--- config.mk ---
export PLATFORM = sky130hd
export DESIGN_NAME = return_stack_fault_and_shadow
export DESIGN_NICKNAME = d
export VERILOG_FILES = /design/src/logic/rstack_pkg.sv /design/src/logic/return_stack_fault_and_shadow.sv
export VERILOG_INCLUDE_DIRS = /design/src /design/src/logic
export SDC_FILE = /design/constraint.sdc
export NUM_CORES = 1
export LEC_CHECK = 0
export BUFFER_PORTS_ARGS = -buffer_cell sky130_fd_sc_hd__buf_2
export CORE_AREA = 4 4 235 237
export DETAILED_ROUTE_END_ITERATION = 6
export DIE_AREA = 0 0 239 241
export PLACE_DENSITY = 0.78
export SLEW_MARGIN = 20
export SYNTH_ARGS = -nofsm -noshare
export SYNTH_HDL_FRONTEND = slang
export SYNTH_SLANG_ARGS = --single-unit
export TNS_END_PERCENT = 30
--- constraint.sdc ---
create_clock -name pclk -period 3.9 [get_ports pclk]
set_input_delay 0.39 -clock pclk [delete_from_list [all_inputs] [get_ports pclk]]
set_output_delay 0.39 -clock pclk [all_outputs]
set_load 0.005 [all_outputs]
--- src/logic/rstack_regs.svh ---
// register offsets, field positions and reset values of the return stack
`ifndef RSTACK_REGS_SVH
`define RSTACK_REGS_SVH

`define RSTACK_POS_OFFSET      12'h000
`define RSTACK_STATUS_OFFSET   12'h004
`define RSTACK_CLEAR_OFFSET    12'h008
`define RSTACK_ENABLE_OFFSET   12'h00C
`define RSTACK_CONFIG_OFFSET   12'h010

`define RSTACK_POS_MSB         4
`define RSTACK_POS_LSB         0
`define RSTACK_POS_RESET       5'h00

`define RSTACK_FULL_BIT        0
`define RSTACK_EMPTY_BIT       1
`define RSTACK_EVENT_RESET     2'h0
`define RSTACK_ENABLE_RESET    2'h0

`define RSTACK_CFG_FAULT_BIT   0
`define RSTACK_CFG_RESET       1'h1

`define RSTACK_DEPTH           31
`define RSTACK_PC_WIDTH        21

`endif

--- src/logic/rstack_pkg.sv ---
// types shared by the return stack block and its bench
package rstack_pkg;

   // one request from the instruction sequencer per cycle
   typedef struct packed {
      logic push;      // call or interrupt vector
      logic pop;       // any return
      logic vector;    // push is an interrupt entry
      logic fast;      // fast option on call or return
   } seq_op_t;

   // the three registers that the shadow copy mirrors
   typedef struct packed {
      logic [7:0] status;
      logic [7:0] working;
      logic [7:0] bank;
   } core_regs_t;

   typedef struct packed {
      logic empty;
      logic full;
   } stack_events_t;

endpackage : rstack_pkg

--- src/logic/return_stack_fault_and_shadow.sv ---
// return address stack with fault flags, fault reset and fast shadow copy
`timescale 1ns/1ps
`default_nettype none
`include "rstack_regs.svh"

// Summary of operation
// - position is a writable 5-bit field, upper 27 bits read zero.
// - with fault reset enabled, full or underflow sets its flag then resets.
// - with fault reset disabled, full or underflow only sets its flag.
// - full and empty flags stay set until software or power-on clears them.
// - one shadow entry each for status, working and bank; not accessible.
// - every interrupt vector loads the shadow entries with current values.
// - fast interrupt return copies shadow entries back into the registers.
// - a nested high priority entry overwrites the low priority shadow.
// - fast call saves the three registers into the shadow entries.
// - fast return restores the three registers from the shadow entries.
module return_stack_fault_and_shadow
#(
   parameter int DEPTH    = `RSTACK_DEPTH,
   parameter int PC_WIDTH = `RSTACK_PC_WIDTH
)
(
   input  wire logic                 pclk,
   input  wire logic                 presetn,
   input  wire logic                 psel,
   input  wire logic                 penable,
   input  wire logic                 pwrite,
   input  wire logic [11:0]          paddr,
   input  wire logic [31:0]          pwdata,
   output logic      [31:0]          prdata,
   output logic                      pready,
   output logic                      pslverr,
   input  wire rstack_pkg::seq_op_t  seq_op,
   input  wire logic [PC_WIDTH-1:0]  push_pc,
   output logic      [PC_WIDTH-1:0]  pop_pc,
   input  wire rstack_pkg::core_regs_t core_now,
   output rstack_pkg::core_regs_t    core_restore,
   output logic                      restore_valid,
   output logic                      fault_reset,
   output logic                      irq
);
   import rstack_pkg::*;

   // ***************************************************************
   // state
   // ***************************************************************
   logic [4:0]          position;
   logic [PC_WIDTH-1:0] stack_mem [1:DEPTH];
   stack_events_t       events;
   stack_events_t       event_enable;
   logic                fault_reset_enable;
   core_regs_t          shadow;
   stack_events_t       next_events;
   stack_events_t       fault_now;
   logic                fault_pending;

   // ***************************************************************
   // bus decode
   // ***************************************************************
   logic wr_access;
   logic rd_setup;
   logic mapped;

   function automatic logic is_mapped(input logic [11:0] a);
      begin
         is_mapped = (a == `RSTACK_POS_OFFSET)
                  || (a == `RSTACK_STATUS_OFFSET)
                  || (a == `RSTACK_CLEAR_OFFSET)
                  || (a == `RSTACK_ENABLE_OFFSET)
                  || (a == `RSTACK_CONFIG_OFFSET);
      end
   endfunction : is_mapped

   function automatic logic hit(input logic [11:0] a, input logic [11:0] o);
      begin
         hit = wr_access && (a == o);
      end
   endfunction : hit

   // no wait states: every access completes in its first access cycle
   assign pready    = 1'b1;
   assign mapped    = is_mapped(paddr);
   assign pslverr   = psel && penable && !mapped;
   assign wr_access = psel && penable && pwrite && mapped;
   assign rd_setup  = psel && !penable && !pwrite;

   // read data is captured in the setup cycle so it stands in the access
   always_ff @(posedge pclk or negedge presetn)
   begin
      if (!presetn)
         prdata <= 32'h0000_0000;
      else if (rd_setup)
      begin
         prdata <= 32'h0000_0000;
         unique case (paddr)
            `RSTACK_POS_OFFSET:
               prdata[`RSTACK_POS_MSB:`RSTACK_POS_LSB] <= position;
            `RSTACK_STATUS_OFFSET:
            begin
               prdata[`RSTACK_FULL_BIT]  <= events.full;
               prdata[`RSTACK_EMPTY_BIT] <= events.empty;
            end
            `RSTACK_ENABLE_OFFSET:
            begin
               prdata[`RSTACK_FULL_BIT]  <= event_enable.full;
               prdata[`RSTACK_EMPTY_BIT] <= event_enable.empty;
            end
            `RSTACK_CONFIG_OFFSET:
               prdata[`RSTACK_CFG_FAULT_BIT] <= fault_reset_enable;
            // clear register is write-only, unmapped reads give zero
            default:
               prdata <= 32'h0000_0000;
         endcase
      end
   end

   // ***************************************************************
   // configuration and enables
   // ***************************************************************
   always_ff @(posedge pclk or negedge presetn)
   begin
      if (!presetn)
         fault_reset_enable <= `RSTACK_CFG_RESET;
      else if (hit(paddr, `RSTACK_CONFIG_OFFSET))
         fault_reset_enable <= pwdata[`RSTACK_CFG_FAULT_BIT];
   end

   always_ff @(posedge pclk or negedge presetn)
   begin
      if (!presetn)
         event_enable <= `RSTACK_ENABLE_RESET;
      else if (hit(paddr, `RSTACK_ENABLE_OFFSET))
      begin
         event_enable.full  <= pwdata[`RSTACK_FULL_BIT];
         event_enable.empty <= pwdata[`RSTACK_EMPTY_BIT];
      end
   end

   // ***************************************************************
   // return stack
   // ***************************************************************
   logic push_ok;
   logic pop_ok;

   // a full stack refuses the push, an empty one returns address zero
   assign push_ok         = seq_op.push && (position < 5'(DEPTH));
   assign pop_ok          = seq_op.pop && (position != 5'h00);
   assign fault_now.full  = seq_op.push && !push_ok;
   assign fault_now.empty = seq_op.pop && !pop_ok;

   // software write wins over a core operation in the same cycle;
   // a fault reset returns the stack to empty
   always_ff @(posedge pclk or negedge presetn)
   begin
      if (!presetn)
         position <= `RSTACK_POS_RESET;
      else if (hit(paddr, `RSTACK_POS_OFFSET))
         position <= pwdata[`RSTACK_POS_MSB:`RSTACK_POS_LSB];
      else if (fault_reset)
         position <= `RSTACK_POS_RESET;
      else if (push_ok)
         position <= position + 5'h01;
      else if (pop_ok)
         position <= position - 5'h01;
   end

   // no reset on the array: entries are only read at the position
   always_ff @(posedge pclk)
   begin
      if (push_ok)
         stack_mem[position + 5'h01] <= push_pc;
   end

   always_ff @(posedge pclk or negedge presetn)
   begin
      if (!presetn)
         pop_pc <= '0;
      else if (pop_ok)
         pop_pc <= stack_mem[position];
      else if (seq_op.pop)
         pop_pc <= '0;
   end

   // ***************************************************************
   // fault flags and interrupt
   // ***************************************************************
   // set wins over a software clear in the same cycle; only presetn
   // resets them, the fault reset leaves them for software to inspect
   always_comb
   begin
      next_events = events;
      if (hit(paddr, `RSTACK_CLEAR_OFFSET))
      begin
         if (pwdata[`RSTACK_FULL_BIT])
            next_events.full = 1'b0;
         if (pwdata[`RSTACK_EMPTY_BIT])
            next_events.empty = 1'b0;
      end
      if (fault_now.full)
         next_events.full = 1'b1;
      if (fault_now.empty)
         next_events.empty = 1'b1;
   end

   always_ff @(posedge pclk or negedge presetn)
   begin
      if (!presetn)
         events <= `RSTACK_EVENT_RESET;
      else
         events <= next_events;
   end

   assign irq = (events.full && event_enable.full)
             || (events.empty && event_enable.empty);

   // the flag is written on the same edge that starts the reset pulse
   assign fault_pending = fault_reset_enable
                       && (fault_now.full || fault_now.empty);

   always_ff @(posedge pclk or negedge presetn)
   begin
      if (!presetn)
         fault_reset <= 1'b0;
      else
         fault_reset <= fault_pending;
   end

   // ***************************************************************
   // fast shadow copy
   // ***************************************************************
   logic save_shadow;
   logic load_back;

   // any interrupt entry saves; a nested entry simply overwrites
   assign save_shadow = seq_op.push
                     && (seq_op.vector || seq_op.fast);
   assign load_back   = seq_op.pop && seq_op.fast;

   // kept off the bus entirely
   always_ff @(posedge pclk or negedge presetn)
   begin
      if (!presetn)
         shadow <= '0;
      else if (save_shadow)
         shadow <= core_now;
   end

   always_ff @(posedge pclk or negedge presetn)
   begin
      if (!presetn)
         core_restore <= '0;
      else if (load_back)
         core_restore <= shadow;
   end

   always_ff @(posedge pclk or negedge presetn)
   begin
      if (!presetn)
         restore_valid <= 1'b0;
      else
         restore_valid <= load_back;
   end

endmodule : return_stack_fault_and_shadow
`default_nettype wire

==> results.cfg, run 1 <==
[clock_tree]
cts.htree.levels = 3
cts_sinks = 737
post_cts_buffers = 0
numCtsBuffers = 74
cts_tree = built
cts_buffer_depth = 3
clk_pin_slew_ns = 0.06
cts_hold_buf = 10
root_buffer = clkbuf_16
clkLatencyLatePin_ns = 0.62
cts_repair_resize_count = 0

[logic_synthesis]
synth_top_area_share = 0.6725
synthTopCellsByArea = edfxtp_1 67%, mux4_2 7.9%, dfrtp_1 7.3%
synth_edf_count = 651
syn_inst = 1570
async_reset_ff_frac = 0.1167
synth.distinct_cells = 57
synth_top_flop_cell = edfxtp_1
synth_area_um2 = 29070
synth_top_area_cell = edfxtp_1
yosysWarnings = 0
postSynthAreaPerCell_um2 = 18.52
yosysSeqAreaShare = 0.7466
ys_ff_latch = 737

[sta]
worst_slew_pin_slew_ns = 1.055
setup_viol = 0
max_freq_mhz = 311.1
slew_headroom = 0.2946
holdWs_ns = 0.02381
skew_ns = 0.01729
period_share = 0.8241
setup_ws_ns = 0.6861
min_period_ns = 3.214
fin_tns_setup_ns = 0
rsz0062_at_grt = false
finalHoldViolations = 0
maxSlewViolCount = 0

[setup_path]
worstSetupEndpointType = flip-flop
path_class = flip-flop to flip-flop
cp-start-kind = flip-flop
crit_fanout = 36
cp.required_ns = 4.39
arrival_ns = 3.70

[power_and_ir_drop]
p_total_mw = 22.41
ir_drop_mv = 0.6237
power.internal_mw = 15.70
switching_share = 0.2994
pwr-share-clk = 0.310
p_switching_mw = 6.710
pwr-share-seq = 0.431
p_comb_frac = 0.258
leakage_nw = 11.47
power_density_nw_per_um2 = 675.3

[route]
first_pass_iters = 6
routed_wl_um = 70950
drc_errors = 0
drtIter0Drc = 2111
vias = 16093
routed_via_density = 6.396
ant_nets = 0
post_drt_wl_per_cell_um = 28.20

[worst_hold_path]
min_path_type = input port to flip-flop

[place]
place_congestion = 0.8924
numPortBuffers = 124
place_inst = 2371
place_hpwl_um = 42320
dpl_cell_area_um2 = 30700
place_ws_ns = 0.8043

[job]
cap_viol_max_count = 0

[global_route]
use_met1 = 0.3495
grtUsageMet3 = 0.05668
grtUsageMet2 = 0.3783
grt_max_degree = 93
grt_pass1_vias = 15943
gr-max-usage-layer = met2
grt.overflow.total = 0
grt_pass1_wl_um = 103900
track_usage = 0.2449
antenna_found_initial = 1

[cells_and_area]
stdcell_area_um2 = 33180
nFillCells = 3548
fin_util = 0.6228
area_growth_syn_to_layout_pct = 14.16
drive_above_1_share = 0.2756
finalNetCount = 1865
final_cell_count_no_fill = 2516

[floorplanning]
die_w_um = 239
dieArea_um2 = 57600
initial_core_util = 0.5456
core_um2 = 53280
ios = 180
die_y_um = 241
row_count = 85

[outcome]
status = completed
==> area by class of cell <==
cell class,count,area [µm²],share of cell area
antenna,2,5.005,0.0001508
clock inverter,23,280.3,0.008446
tap,696,870.8,0.02624
inverter,6,22.52,0.0006787
sequential,737,21710,0.6544
multi-input combinational,742,6872,0.2071
timing repair buffer,200,1319,0.03974
clock buffer,110,2101,0.06331
==> flip-flops by register name (all words and copies together), names as in the netlist <==
name and count:
fault_reset 1, shadow 24, prdata 5, events 2, position 5, core_restore 24
fault_reset_enable 1, stack_mem 651, event_enable 2, restore_valid 1, pop_pc 21
==> synthesized netlist by cell type (all sizes together), types with 31 or more instances <==
library cell  number
nand2             76
dfrtp             85
mux2i            110
edfxtp           651
mux4             102
o22ai             33
clkbuf            31
a21oi             34
nor2              72
buf               80
o21ai             33
mux2              65
==> worst max-delay path, cell delays in order, from the launching register on <==
cell	delay (ns)
dfrtp_4	0.75
inv_2	0.29
ha_1	0.33
or3b_2	0.26
and2_0	0.77
o21ai_0	0.25
o311ai_0	0.40
==> path summary, 6_finish.rpt <==
| path | from | end | slack (ns) | cells past startpoint |
|---|---|---|---|---|
| worst max-delay path | position[1]$_DFFE_PN0P_ | pop_pc[8]$_DFFE_PN0P_ | 0.69 | 6 |
| worst min-delay path | core_now[20] | shadow[20]$_DFFE_PN0P_ | 0.02 | 2 |
| worst max register to register | position[1]$_DFFE_PN0P_ | pop_pc[8]$_DFFE_PN0P_ | 0.69 | 6 |
| worst min register to register | prdata[0]$_DFFE_PN0P_ | prdata[0]$_DFFE_PN0P_ | 0.49 | 2 |
| max in group asynchronous | presetn | shadow[11]$_DFFE_PN0P_ | 2.51 | 3 |
| min in group asynchronous | presetn | pop_pc[19]$_DFFE_PN0P_ | 0.45 | 2 |
==> power by group through the flow <==
stage | combinational (mW) | sequential, mW | clock, mW
final | 5.79 | 9.66 | 6.96
after global routing | 6.14 | 9.69 | 7.40
after CTS | 5.76 | 9.65 | 7.05
after detailed placement | 5.68 | 9.80 | 0
after global placement | 5.55 | 9.76 | 0
after floorplan | 4.11 | 9.55 | 0
==> metal layers <==
metal / vias to the layer above / routed length (µm)
met1: 8160 / 27220
met5: - / 0
met4: 0 / 2575
met2: 1125 / 33160
met3: 171 / 8002
li1: 6637 / -
==> kinds of logic (layout without fill, tap and decap cells) <==
group | after synthesis | count (layout) | synth area share
adder cells (fa/ha/maj) | 6 | 6 | 0.002582
flip-flops | 737 | 737 | 0.7466
XOR/XNOR | 3 | 3 | 0.0009041
AO/OA/AOI/OAI | 215 | 215 | 0.05139
multiplexers | 277 | 277 | 0.1421
buffers and inverters | 117 | 339 | 0.02363
other | 2 | 30 | 0.0002583
AND/OR/NAND/NOR | 213 | 213 | 0.03258
==> cells in the final DEF, fill, tap and decap left out, types with 10 or more instances in the layout <==
| cell type | netlist | final |
|---|---|---|
| buf_4 | 39 | 59 |
| o21ai_0 | 32 | 32 |
| mux2i_1 | 110 | 110 |
| a21oi_1 | 34 | 34 |
| nand2_1 | 76 | 75 |
| o22ai_1 | 33 | 33 |
| clkbuf_1 | 31 | 28 |
| mux2_2 | 65 | 65 |
| buf_2 | 27 | 123 |
| dlygate4sd3_1 | 0 | 10 |
| nand3_1 | 12 | 12 |
| dfrtp_1 | 85 | 81 |
| o211ai_1 | 12 | 12 |
| edfxtp_1 | 651 | 651 |
| clkbuf_16 | 0 | 77 |
| mux4_2 | 102 | 102 |
| nor2_1 | 72 | 40 |
| nor2b_1 | 11 | 11 |
| a211oi_1 | 24 | 24 |
| a22o_1 | 10 | 10 |
| nor3_1 | 13 | 13 |
| nor2_2 | 0 | 32 |
| conb_1 | 2 | 28 |
| a211o_1 | 10 | 10 |
No activity file was read; power rests on OpenSTA's default activity.
==> inputs of run 2 (changes only) <==
--- a/config.mk
+++ b/config.mk
@@ -10,7 +10,7 @@
 export CORE_AREA = 4 4 235 237
 export DETAILED_ROUTE_END_ITERATION = 6
 export DIE_AREA = 0 0 239 241
-export PLACE_DENSITY = 0.78
+export PLACE_DENSITY = 0.81
 export SLEW_MARGIN = 20
 export SYNTH_ARGS = -nofsm -noshare
 export SYNTH_HDL_FRONTEND = slang
==> constraint.sdc (replaced) <==
create_clock -name pclk -period 2.68 [get_ports pclk]
set_input_delay 0.268 -clock pclk [delete_from_list [all_inputs] [get_ports pclk]]
set_output_delay 0.268 -clock pclk [all_outputs]
set_load 0.005 [all_outputs]
==> run 2 against run 1 <==
Worst hold slack gained 0.033 ns. Register-to-register slack got worse by 0.50 ns. Power increased by 45%. Maximum frequency rose by 29%. Die area unchanged. Clock power increased by 37%. Sequential power grew 45%. Non-clock buffer count is 65 higher.
==> results.cfg, run 2 (synthesis results as in run 1) <==
[global_route]
antenna_found_initial = 2
grt.overflow.total = 0
grt_pass1_vias = 16448
grt_pass1_wl_um = 104600
track_usage = 0.2457
grt_max_degree = 57

[clock_tree]
clk_pin_slew_ns = 0.06
clkLatencyLatePin_ns = 0.62
numCtsBuffers = 70
cts_tree = built
cts_sinks = 737
root_buffer = clkbuf_16
cts.htree.levels = 3
cts_buffer_depth = 3
post_cts_buffers = 0

[route]
drc_errors = 0
post_drt_wl_per_cell_um = 27.83
ant_nets = 0
routed_wl_um = 71590
vias = 16458
first_pass_iters = 5
routed_via_density = 6.396
drtIter0Drc = 2022

[place]
place_congestion = 0.8763
numPortBuffers = 124
place_ws_ns = 0.1857
place_hpwl_um = 43080

[sta]
rsz0062_at_grt = false
min_period_ns = 2.497
worst_slew_pin_slew_ns = 0.7131
max_freq_mhz = 400.4
period_share = 0.9318
maxSlewViolCount = 0
skew_ns = 0.02026
setup_viol = 0
finalHoldViolations = 0
slew_headroom = 0.5246
setup_ws_ns = 0.1828

[cells_and_area]
drive_above_1_share = 0.2856
largest_reg_flops = 651
mostFrequentLayoutCell = edfxtp_1
top_register = stack_mem
largest_registers = stack_mem x651, core_restore x24, shadow x24
area_growth_syn_to_layout_pct = 16.18
regArea_um2 = 21710
multiInputGateArea_um2 = 6859
fin_util = 0.6338
nFillCells = 3435
finalNetCount = 1926
final_cell_mix = 651 x edfxtp_1, 123 x buf_2, 110 x mux2i_1, 102 x mux4_2, 84 x buf_4
diodes = 0

[power_and_ir_drop]
leakage_nw = 11.75
power_density_nw_per_um2 = 962.9
ir_drop_mv = 0.5666

[setup_path]
crit_fanout = 22
arrival_ns = 2.83
cp.required_ns = 3.01
path_class = flip-flop to flip-flop
cp-start-kind = flip-flop
worstSetupEndpointType = flip-flop
reg2reg_depth = 7

[worst_hold_path]
min_path_type = input port to flip-flop
holdPathStages = 4

[floorplanning]
core_um2 = 53280
die_w_um = 239
dieArea_um2 = 57600
die_y_um = 241
initial_core_util = 0.5456
ios = 180
row_count = 85

[job]
cap_viol_max_count = 0

[outcome]
status = completed
==> run 2: changes by cell type in the layout (fill, tap and decap cells not counted), sizes merged <==
cell         previous run  this run
buf                   190       235
dlygate4sd3            10        30
clkbuf                110       102
diode                   2         0
bufinv                  5         4
clkinv                 15        16
clkinvlp                1         2
inv                     8         9
==> run 2: path summary, 6_finish.rpt <==
path                                         startpoint                            to  slack, ns
max in group asynchronous                       presetn       position[2]$_DFFE_PN0P_       1.90
worst min register to register    prdata[2]$_DFFE_PN0P_         prdata[2]$_DFFE_PN0P_       0.50
worst max-delay path            position[0]$_DFFE_PN0P_   stack_mem[19][15]$_DFFE_PP_       0.18
worst min-delay path                           paddr[2]         prdata[2]$_DFFE_PN0P_       0.06
min in group asynchronous                       presetn  core_restore[14]$_DFFE_PN0P_       0.15
worst max register to register  position[0]$_DFFE_PN0P_   stack_mem[19][15]$_DFFE_PP_       0.18
==> run 2: through the flow <==
stage | cell area [µm²] | cells | total power, mW | hold slack, ns | TNS [ns]
floorplan | 29170 | 1596 | 19.87 | -0.02759 | -107.05
global placement | 31270 | 2416 | 22.69 | 0.2344 | 0
detailed placement | 31270 | 2416 | 22.96 | 0.2314 | 0
CTS | 33770 | 2573 | 32.57 | 0.02159 | 0
global route | 33770 | 2573 | 33.69 | 0.07533 | 0
finish | 33770 | 2573 | 32.52 | 0.05695 | 0
==> run 2: power breakdown <==
group | switching, mW | total (mW) | internal (mW)
logic | 5.13 | 9.00 | 3.87
registers | 0.527 | 14.0 | 13.4
clock network | 4.07 | 9.56 | 5.49
total | 9.72 | 32.5 | 22.8
==> run 2: final cells by class <==
type / instances / share of cell area
timing repair buffer: 265 / 0.06239
sequential: 737 / 0.6430
clock buffer: 102 / 0.05820
inverter: 6 / 0.0006669
clock inverter: 25 / 0.006891
multi-input combinational: 742 / 0.2031
tap: 696 / 0.02579
==> run 2: worst max-delay path: stages (launching register included) <==
cell,delay [ns]
dfrtp_4,0.52
buf_4,0.40
nand2_1,0.23
nand2_1,0.12
o22ai_1,0.07
a31oi_1,0.48
nor2_2,0.12
buf_4,0.26
==> run 2: what timing repair did <==
item	4_1_cts	5_1_grt
hold endpoints to repair	120	0
hold buffers	30	0
endpoints found under the setup margin	0	0
resized for setup	0	0
==> run 2: metal layers <==
| layer | part of all wire | wire (µm) | vias to the layer above | track usage |
|---|---|---|---|---|
| met5 | 0.00020 | 14 | - | 0 |
| met4 | 0.036 | 2578 | 4 | 0.09461 |
| met3 | 0.11 | 7748 | 184 | 0.05851 |
| met2 | 0.49 | 34820 | 1085 | 0.3991 |
| met1 | 0.37 | 26430 | 8421 | 0.3283 |
| li1 | - | - | 6764 | - |
